--- src/ast_consts.vh ---
// Register offsets, field positions, reset values and timing counts of the snooze trigger block.
// Included by the top design file of the block only; definitions only.
`ifndef AST_CONSTS_VH
`define AST_CONSTS_VH

`define AST_OFF_MODE_ZERO     4'h0
`define AST_OFF_REQ_FLAGS     4'h1
`define AST_OFF_MASK_FLAGS    4'h2
`define AST_OFF_TIMER_CTRL    4'h3
`define AST_OFF_MODE_TWO      4'h4
`define AST_OFF_RELOAD        4'h5
`define AST_OFF_LINK_SEL      4'h6
`define AST_OFF_IRQ_STATUS    4'h7
`define AST_OFF_IRQ_CLEAR     4'h8
`define AST_OFF_IRQ_ENABLE    4'h9
`define AST_OFF_CONV_RESULT   4'ha
`define AST_OFF_CONV_COUNT    4'hb

`define AST_BIT_COMPARATOR    0
`define AST_BIT_CONV_REQ      0
`define AST_BIT_CONV_MASK     0
`define AST_BIT_TIMER_RUN     0
`define AST_BIT_SNOOZE        2

`define AST_RST_MODE_ZERO     8'h00
`define AST_RST_REQ_FLAGS     8'h00
`define AST_RST_MASK_FLAGS    8'hff
`define AST_RST_TIMER_CTRL    8'h00
`define AST_RST_MODE_TWO      8'h00
`define AST_RST_RELOAD        16'hffff
`define AST_RST_LINK_SEL      4'h0

`define AST_LINK_OFF          4'h0
`define AST_LINK_CONVERTER    4'h1

`define AST_IRQ_CONV_END      0
`define AST_IRQ_TIMER_EVENT   1
`define AST_IRQ_TRIG_LOST     2

`define AST_CONV_CYCLES       8'd20

`endif

--- src/ast_snooze_trigger.v ---
// Snooze-mode trigger control: registers, interval timer, event link and converter sequencing.
// Assumes an Avalon-MM master on clk; sampleIn and sleeping arrive from other logic on clk.
//
// Notes on behaviour
// - Mode-zero bit 0 set runs the converter comparator; cleared stops it.
// - Request flag bit 0 sets when a conversion ends; reads 0 when none pending.
// - Writing 0 to the request flag clears a pending request.
// - Mask bit 0 at 0 lets the request be serviced; 1 blocks it.
// - Timer control bit 0 at 1 runs the timer count; 0 stops it.
// - Mode-two bit 2 enables snooze: triggered conversions run while the processor sleeps.
// - Timer event comes every reload plus one count-clock periods.
// - Link select 0001 sends timer events to the converter; 0000 disables the link.
`timescale 1ns/1ps
`include "ast_consts.vh"
module ast_snooze_trigger #(
   parameter RES_WIDTH = 10,
   parameter TMR_WIDTH = 16
) (
   input  wire                 clk,
   input  wire                 resetn,
   input  wire [5:0]           address,
   input  wire                 read,
   input  wire                 write,
   input  wire [31:0]          writedata,
   input  wire [3:0]           byteenable,
   output reg  [31:0]          readdata,
   output wire                 waitrequest,
   input  wire                 countTick,
   input  wire                 sleeping,
   input  wire [RES_WIDTH-1:0] sampleIn,
   output wire                 comparatorOn,
   output wire                 convEndRequest,
   output wire                 wakeRequest,
   output wire                 timerPeriodEvent,
   output wire                 irq
);
   reg  [7:0]           modeZero_r;
   reg  [7:0]           reqFlags_r;
   reg  [7:0]           maskFlags_r;
   reg  [7:0]           timerCtrl_r;
   reg  [7:0]           modeTwo_r;
   reg  [TMR_WIDTH-1:0] reload_r;
   reg  [3:0]           linkSel_r;
   reg  [2:0]           irqStatus_r;
   reg  [2:0]           irqEnable_r;
   reg  [15:0]          convCount_r;
   reg                  ack_r;
   wire [3:0]           regIdx;
   wire                 wrHit;
   wire                 convBusy;
   wire                 convDone;
   wire [RES_WIDTH-1:0] convResult;
   wire                 linkToConv;
   wire                 convStart;
   wire                 trigLost;
   wire                 clearReq;

   // Write of one byte lane of a register, at the one cycle the access completes.
   function wrLow;
      input [3:0] idx;
      input [3:0] target;
      input       wr;
      input       lane;
      begin
         wrLow = wr & lane & (idx == target);
      end
   endfunction

   assign regIdx      = address[5:2];
   assign waitrequest = (read | write) & ~ack_r;
   assign wrHit       = write & ~waitrequest;

   always @(posedge clk or negedge resetn) begin
      if (!resetn) begin
         ack_r <= 1'b0;
      end else begin
         ack_r <= (read | write) & ~ack_r;
      end
   end

   assign comparatorOn = modeZero_r[`AST_BIT_COMPARATOR];
   assign linkToConv   = (linkSel_r == `AST_LINK_CONVERTER);
   // Timer events start conversions only when linked and the comparator is on.
   // In snooze mode a trigger is taken while the processor sleeps; with snooze off
   // the processor must be awake for the trigger to start a conversion.
   assign convStart = timerPeriodEvent & linkToConv & comparatorOn
                      & (modeTwo_r[`AST_BIT_SNOOZE] | ~sleeping) & ~convBusy;
   assign trigLost  = timerPeriodEvent & linkToConv & ~convStart;
   assign convEndRequest = reqFlags_r[`AST_BIT_CONV_REQ];
   assign wakeRequest = convEndRequest & ~maskFlags_r[`AST_BIT_CONV_MASK];
   assign irq = |(irqStatus_r & irqEnable_r);
   assign clearReq = wrLow(regIdx, `AST_OFF_REQ_FLAGS, wrHit, byteenable[0])
                     & ~writedata[`AST_BIT_CONV_REQ];

   ast_interval_timer #(
      .WIDTH (TMR_WIDTH)
   ) uTimer (
      .clk         (clk),
      .resetn      (resetn),
      .run         (timerCtrl_r[`AST_BIT_TIMER_RUN]),
      .countTick   (countTick),
      .reload      (reload_r),
      .periodEvent (timerPeriodEvent)
   );

   ast_converter #(
      .RES_WIDTH (RES_WIDTH)
   ) uConv (
      .clk          (clk),
      .resetn       (resetn),
      .comparatorOn (comparatorOn),
      .start        (convStart),
      .sampleIn     (sampleIn),
      .busy         (convBusy),
      .done         (convDone),
      .result       (convResult)
   );

   always @(posedge clk or negedge resetn) begin
      if (!resetn) begin
         modeZero_r  <= `AST_RST_MODE_ZERO;
         maskFlags_r <= `AST_RST_MASK_FLAGS;
         timerCtrl_r <= `AST_RST_TIMER_CTRL;
         modeTwo_r   <= `AST_RST_MODE_TWO;
         reload_r    <= `AST_RST_RELOAD;
         linkSel_r   <= `AST_RST_LINK_SEL;
         irqEnable_r <= 3'h0;
      end else begin
         if (wrLow(regIdx, `AST_OFF_MODE_ZERO, wrHit, byteenable[0])) begin
            modeZero_r <= writedata[7:0];
         end
         if (wrLow(regIdx, `AST_OFF_MASK_FLAGS, wrHit, byteenable[0])) begin
            maskFlags_r <= writedata[7:0];
         end
         if (wrLow(regIdx, `AST_OFF_TIMER_CTRL, wrHit, byteenable[0])) begin
            // Only the run bit is writable; the others read as zero.
            timerCtrl_r <= {7'h00, writedata[`AST_BIT_TIMER_RUN]};
         end
         if (wrLow(regIdx, `AST_OFF_MODE_TWO, wrHit, byteenable[0])) begin
            modeTwo_r <= writedata[7:0];
         end
         if (wrLow(regIdx, `AST_OFF_RELOAD, wrHit, byteenable[0])) begin
            reload_r[7:0] <= writedata[7:0];
         end
         if (wrLow(regIdx, `AST_OFF_RELOAD, wrHit, byteenable[1])) begin
            reload_r[TMR_WIDTH-1:8] <= writedata[TMR_WIDTH-1:8];
         end
         if (wrLow(regIdx, `AST_OFF_LINK_SEL, wrHit, byteenable[0])) begin
            linkSel_r <= writedata[3:0];
         end
         if (wrLow(regIdx, `AST_OFF_IRQ_ENABLE, wrHit, byteenable[0])) begin
            irqEnable_r <= writedata[2:0];
         end
      end
   end

   // Request flags: hardware set wins over a software clear in the same cycle.
   always @(posedge clk or negedge resetn) begin
      if (!resetn) begin
         reqFlags_r <= `AST_RST_REQ_FLAGS;
      end else begin
         if (wrLow(regIdx, `AST_OFF_REQ_FLAGS, wrHit, byteenable[0])) begin
            // Writing 1 leaves a bit as it was; writing 0 clears it.
            reqFlags_r[7:1] <= reqFlags_r[7:1] & writedata[7:1];
         end
         if (convDone) begin
            reqFlags_r[`AST_BIT_CONV_REQ] <= 1'b1;
         end else if (clearReq) begin
            reqFlags_r[`AST_BIT_CONV_REQ] <= 1'b0;
         end
      end
   end

   // Sticky interrupt status with write-one-to-clear; a new event beats its clear.
   always @(posedge clk or negedge resetn) begin
      if (!resetn) begin
         irqStatus_r <= 3'h0;
      end else begin
         if (wrLow(regIdx, `AST_OFF_IRQ_CLEAR, wrHit, byteenable[0])) begin
            irqStatus_r <= (irqStatus_r & ~writedata[2:0])
                           | {trigLost, timerPeriodEvent, convDone};
         end else begin
            irqStatus_r <= irqStatus_r | {trigLost, timerPeriodEvent, convDone};
         end
      end
   end

   always @(posedge clk or negedge resetn) begin
      if (!resetn) begin
         convCount_r <= 16'h0000;
      end else if (convDone) begin
         convCount_r <= convCount_r + 16'h0001;
      end
   end

   always @(posedge clk or negedge resetn) begin
      if (!resetn) begin
         readdata <= 32'h0000_0000;
      end else if (read & ~ack_r) begin
         case (regIdx)
            `AST_OFF_MODE_ZERO:   readdata <= {24'h000000, modeZero_r};
            `AST_OFF_REQ_FLAGS:   readdata <= {24'h000000, reqFlags_r};
            `AST_OFF_MASK_FLAGS:  readdata <= {24'h000000, maskFlags_r};
            `AST_OFF_TIMER_CTRL:  readdata <= {24'h000000, timerCtrl_r};
            `AST_OFF_MODE_TWO:    readdata <= {24'h000000, modeTwo_r};
            `AST_OFF_RELOAD:      readdata <= {{(32-TMR_WIDTH){1'b0}}, reload_r};
            `AST_OFF_LINK_SEL:    readdata <= {28'h0000000, linkSel_r};
            `AST_OFF_IRQ_STATUS:  readdata <= {29'h00000000, irqStatus_r};
            `AST_OFF_IRQ_ENABLE:  readdata <= {29'h00000000, irqEnable_r};
            `AST_OFF_CONV_RESULT: readdata <= {{(32-RES_WIDTH){1'b0}}, convResult};
            `AST_OFF_CONV_COUNT:  readdata <= {16'h0000, convCount_r};
            default:              readdata <= 32'h0000_0000;
         endcase
      end
   end
endmodule

--- src/ast_interval_timer.v ---
// Interval timer: down-counter that reloads and pulses once every reload plus one periods.
// Assumes a count-clock tick pulse of one clk cycle from the same clock domain.
`timescale 1ns/1ps
module ast_interval_timer #(
   parameter WIDTH = 16
) (
   input  wire             clk,
   input  wire             resetn,
   input  wire             run,
   input  wire             countTick,
   input  wire [WIDTH-1:0] reload,
   output reg              periodEvent
);
   reg [WIDTH-1:0] count_r;
   reg             running_r;

   always @(posedge clk or negedge resetn) begin
      if (!resetn) begin
         count_r     <= {WIDTH{1'b0}};
         running_r   <= 1'b0;
         periodEvent <= 1'b0;
      end else begin
         running_r   <= run;
         periodEvent <= 1'b0;
         if (!run) begin
            count_r <= reload;
         end else if (!running_r) begin
            count_r <= reload;
         end else if (countTick) begin
            if (count_r == {WIDTH{1'b0}}) begin
               // Zero counts as one period, so reload N gives N plus one ticks.
               count_r     <= reload;
               periodEvent <= 1'b1;
            end else begin
               count_r <= count_r - {{(WIDTH-1){1'b0}}, 1'b1};
            end
         end
      end
   end
endmodule

--- src/ast_converter.v ---
// Converter sequencer: runs one conversion of fixed length per accepted start pulse.
// Assumes a sampled analog code on sampleIn, stable during a conversion.
`timescale 1ns/1ps
module ast_converter #(
   parameter RES_WIDTH = 10
) (
   input  wire                 clk,
   input  wire                 resetn,
   input  wire                 comparatorOn,
   input  wire                 start,
   input  wire [RES_WIDTH-1:0] sampleIn,
   output wire                 busy,
   output reg                  done,
   output reg  [RES_WIDTH-1:0] result
);
   reg [7:0] left_r;

   assign busy = (left_r != 8'h00);

   always @(posedge clk or negedge resetn) begin
      if (!resetn) begin
         left_r <= 8'h00;
         done   <= 1'b0;
         result <= {RES_WIDTH{1'b0}};
      end else begin
         done <= 1'b0;
         if (!comparatorOn) begin
            // A stopped comparator aborts any conversion in progress.
            left_r <= 8'h00;
         end else if (left_r == 8'h00) begin
            if (start) begin
               left_r <= `AST_CONV_CYCLES;
            end
         end else if (left_r == 8'h01) begin
            left_r <= 8'h00;
            done   <= 1'b1;
            result <= sampleIn;
         end else begin
            left_r <= left_r - 8'h01;
         end
      end
   end
endmodule

--- config.mk ---
export PLATFORM = sky130hd
export DESIGN_NAME = ast_snooze_trigger
export DESIGN_NICKNAME = d
export VERILOG_FILES = /design/src/ast_snooze_trigger.v /design/src/ast_interval_timer.v /design/src/ast_converter.v
export VERILOG_INCLUDE_DIRS = /design/src
export SDC_FILE = /design/constraint.sdc
export NUM_CORES = 1
export LEC_CHECK = 0
export ABC_CLOCK_PERIOD_IN_PS = 2670
export CAP_MARGIN = 40
export CORE_ASPECT_RATIO = 1.2
export CORE_MARGIN = 2
export CORE_UTILIZATION = 45
export DETAILED_ROUTE_END_ITERATION = 6
export DONT_BUFFER_PORTS = 1
export PLACE_DENSITY = 0.65
export SKIP_CTS_REPAIR_TIMING = 1
export SYNTH_ARGS = -nofsm -noshare
export SYNTH_HDL_FRONTEND = slang
export SYNTH_HIERARCHICAL = 1
export SYNTH_SLANG_ARGS = --single-unit
export TNS_END_PERCENT = 20
--- constraint.sdc ---
create_clock -name clk -period 2.67 [get_ports clk]
set_input_delay 0.1335 -clock clk [delete_from_list [all_inputs] [get_ports clk]]
set_output_delay 0.1335 -clock clk [all_outputs]
set_load 0.01 [all_outputs]
==> impl_metrics.csv <==
group,metric,value,unit
run_status,outcome,"finished, violations left",
run_status,violations,"hold timing",
sta,setup_viol,0,
critical_path,cp-start-kind,"register",
detailed_routing,ant_nets,0,
placement,place_worst_setup_slack,91.9,ps
synth,ys_top_cells_by_area,"dfrtp_1 (39%), dfstp_2 (9.3%), mux2_2 (9.0%), buf_4 (2.8%), nand2_1 (2.3%)",
sta,min_period,2570,ps
sta,finClkSkew,9.08,ps
critical_path,crit_path_end_kind,"register",
synth,synth_seq_cells,129,
floorplan,die-area,16000,µm²
floorplan,initial_core_util,0.455,
clock_network,clock_path_buffers,2,
cells_and_area,register_area,3260,µm²
synth,synthArstFlopShare,1.00,
global_route,grt_pass1_wl,26200,µm
cells_and_area,final_cell_area,7720,µm²
floorplan,die_x,116,µm
synth,yosysTopAreaCellShare,0.389,
detailed_routing,wl_per_cell,19.9,µm
synth,synth_cell_types,79,
global_route,grt_overflow,0,
synth,synth_top_flop_cell,"dfrtp_1",
placement,io_buffers,0,
critical_path,slowest_delay,540,ps
critical_path,slowest_stage,"or4_4",
power_and_ir_drop,p_per_area,687,nW/µm²
global_route,grt_pass1_vias,4787,
sta,finalHoldViolations,133,
sta,max-slew-margin-rel,0.391,
floorplan,num_rows,49,
detailed_routing,finalWirelength,16800,µm
clock_network,clk_pin_slew,60,ps
floorplan,coreArea,14800,µm²
placement,dpl.hpwl,11300,µm
cells_and_area,layout-drive-gt1-share,0.228,
hold_path,hp-class,"in2async",
detailed_routing,drc_errors,0,
sta,drv_slew,0,
placement,place_congestion,0.834,
global_route,track_usage,0.212,
synth,synth_most_common_cell,"dfrtp_1",
sta,holdWs,-586,ps
cells_and_area,stdcell_count,840,
cells_and_area,diodes,0,
synth,syn_area,6750,µm²
synth,avgSynthCellArea,11.3,µm²
clock_network,h-tree-depth,4,
detailed_routing,dr.pass1.iters,5,
synth,seq_area_frac_synth,0.483,
floorplan,dieHeight,138,µm
detailed_routing,via_count,4890,
cells_and_area,fillers,1324,
clock_network,numCtsBuffers,17,
power_and_ir_drop,p_leak,3.37,nW
power_and_ir_drop,finalPower,5.30,mW
placement,placed_cells,775,
cells_and_area,fin_util,0.520,
critical_path,arrival,2910,ps
sta,fmax,389,MHz
floorplan,ios,96,
synth,yosysWarnings,6,
global_route,grt_max_degree,130,
cells_and_area,multi_input_area,3140,µm²
critical_path,crit_fanout,4,
sta,final.setup.worst_slack,102,ps
global_route,antenna_found_initial,0,
sta,tightestPinTransition,901,ps
critical_path,crit_chain,"or4_4 -> or3_1 -> nor3b_1 -> nor2b_2 -> nor4bb_1 -> or4_1 -> a21oi_1",
power_and_ir_drop,vdd_drop_max,0.488,mV
critical_path,worst_ep_required_time,3010,ps
flow_run,max_cap_violations,0,
synth,synth_edf_count,0,
synth,yosysTopAreaCell,"dfrtp_1",
cells_and_area,areaGrowthSynthToFinish,14.4,%
clock_network,clk_latency,420,ps
synth,syn_inst,595,
placement,place_area,6800,µm²
detailed_routing,via_per_inst,5.82,
critical_path,worstSetupPathType,"reg2reg",
synth,ys_top_cells_by_count,"dfrtp_1 (105), mux2_2 (54), nand2_1 (42), buf_4 (25), inv_1 (25)",
clock_network,cts_tree,"yes",
cells_and_area,nets,686,
sta,post-route-period-util,0.962,
clock_network,clock_sinks,129,
clock_network,cts-root-buf,"clkbuf_16",
detailed_routing,drt_iter0_drc,441,
[cells by family after synthesis]
group	Yosys count	synth area share
AOI/OAI and AO/OA	108	0.118
other	1	0.000556
muxes	82	0.144
xor gates and xnor gates	19	0.0247
and+or+nand+nor	179	0.159
buffers and inverters	72	0.0614
adders and majority gates	5	0.00927
DFF	129	0.483
[critical path: cells and delay by family (launching register included)]
kind / cells / cell delay (ps)
flops: 1 / 400
simple gates: 6 / 1950
compound gates: 1 / 140
[power by group]
| group | internal, mW | switching (mW) | leakage (nW) |
|---|---|---|---|
| logic | 0.335 | 0.339 | 1.43 |
| registers | 2.16 | 0.177 | 1.66 |
| clock network | 1.44 | 0.846 | 0.279 |
[layout make-up]
class,count,share of cell area
sequential,129,0.422
inverter,25,0.0122
tap,204,0.0331
clock buffer,23,0.0619
timing repair buffer,41,0.0506
multi-input combinational,409,0.406
clock inverter,9,0.0138
[worst paths after layout]
| check | startpoint | to | slack, ps | cells after the start |
|---|---|---|---|---|
| worst max-delay path | uConv/left_r[5] | uConv/left_r[7] | 100 | 7 |
| worst min-delay path | resetn | readdata[7] | -590 | 0 |
| worst max register to register | uConv/left_r[5] | uConv/left_r[7] | 100 | 7 |
| worst min register to register | timerCtrl_r[0] | uTimer/running_r | 470 | 0 |
| max in group asynchronous | resetn | reload_r[3] | 3020 | 0 |
| min in group clk | countTick | uTimer/count_r[12] | -20 | 2 |
[sequential cells by signal, summed over array words and instances (netlist names), 10 cells and up]
signal          cells
uConv/result       10
uTimer/count_r     16
readdata           16
reload_r           16
convCount_r        16
[through the flow]
step / hold slack [ps] / setup TNS (ps)
after floorplan: -162 / 0
after global placement: -158 / 0
after detailed placement: -157 / 0
after CTS: -601 / 0
after global routing: -607 / -17.1
final: -586 / 0
[cells in the final DEF, fill, tap and decap left out, types with 4 or more instances in the layout]
cell type / synthesis / routed
nor4_1: 5 / 5
dfstp_2: 24 / 24
nor4b_1: 4 / 4
nor2_1: 24 / 24
nor3_1: 15 / 15
clkbuf_16: 0 / 17
ha_1: 5 / 5
xor2_1: 6 / 6
mux2_4: 9 / 9
buf_4: 25 / 8
xnor2_1: 13 / 13
a2111oi_0: 4 / 4
nand4_1: 5 / 5
conb_1: 1 / 16
mux2i_1: 13 / 13
a221o_1: 4 / 4
inv_1: 25 / 25
nand2b_1: 11 / 10
and3_1: 6 / 6
nand3_1: 12 / 12
o21ai_0: 23 / 23
and4_1: 6 / 6
mux2_2: 54 / 54
nand2_1: 42 / 42
dlygate4sd3_1: 0 / 33
a32oi_1: 5 / 5
a21oi_1: 13 / 13
or4_1: 5 / 5
a22oi_1: 11 / 11
or3_1: 6 / 6
nor2b_1: 9 / 8
a222oi_1: 5 / 5
dfrtp_1: 105 / 105
o21a_1: 7 / 7
[metal layers]
| metal | vias up | share of wire | track usage |
|---|---|---|---|
| li1 | 2230 | - | - |
| met1 | 2466 | 0.42 | 0.271 |
| met2 | 164 | 0.49 | 0.339 |
| met3 | 30 | 0.062 | 0.0592 |
| met4 | 0 | 0.024 | 0.0883 |
| met5 | - | 0 | 0 |
No activity file was read; power rests on OpenSTA's default activity.
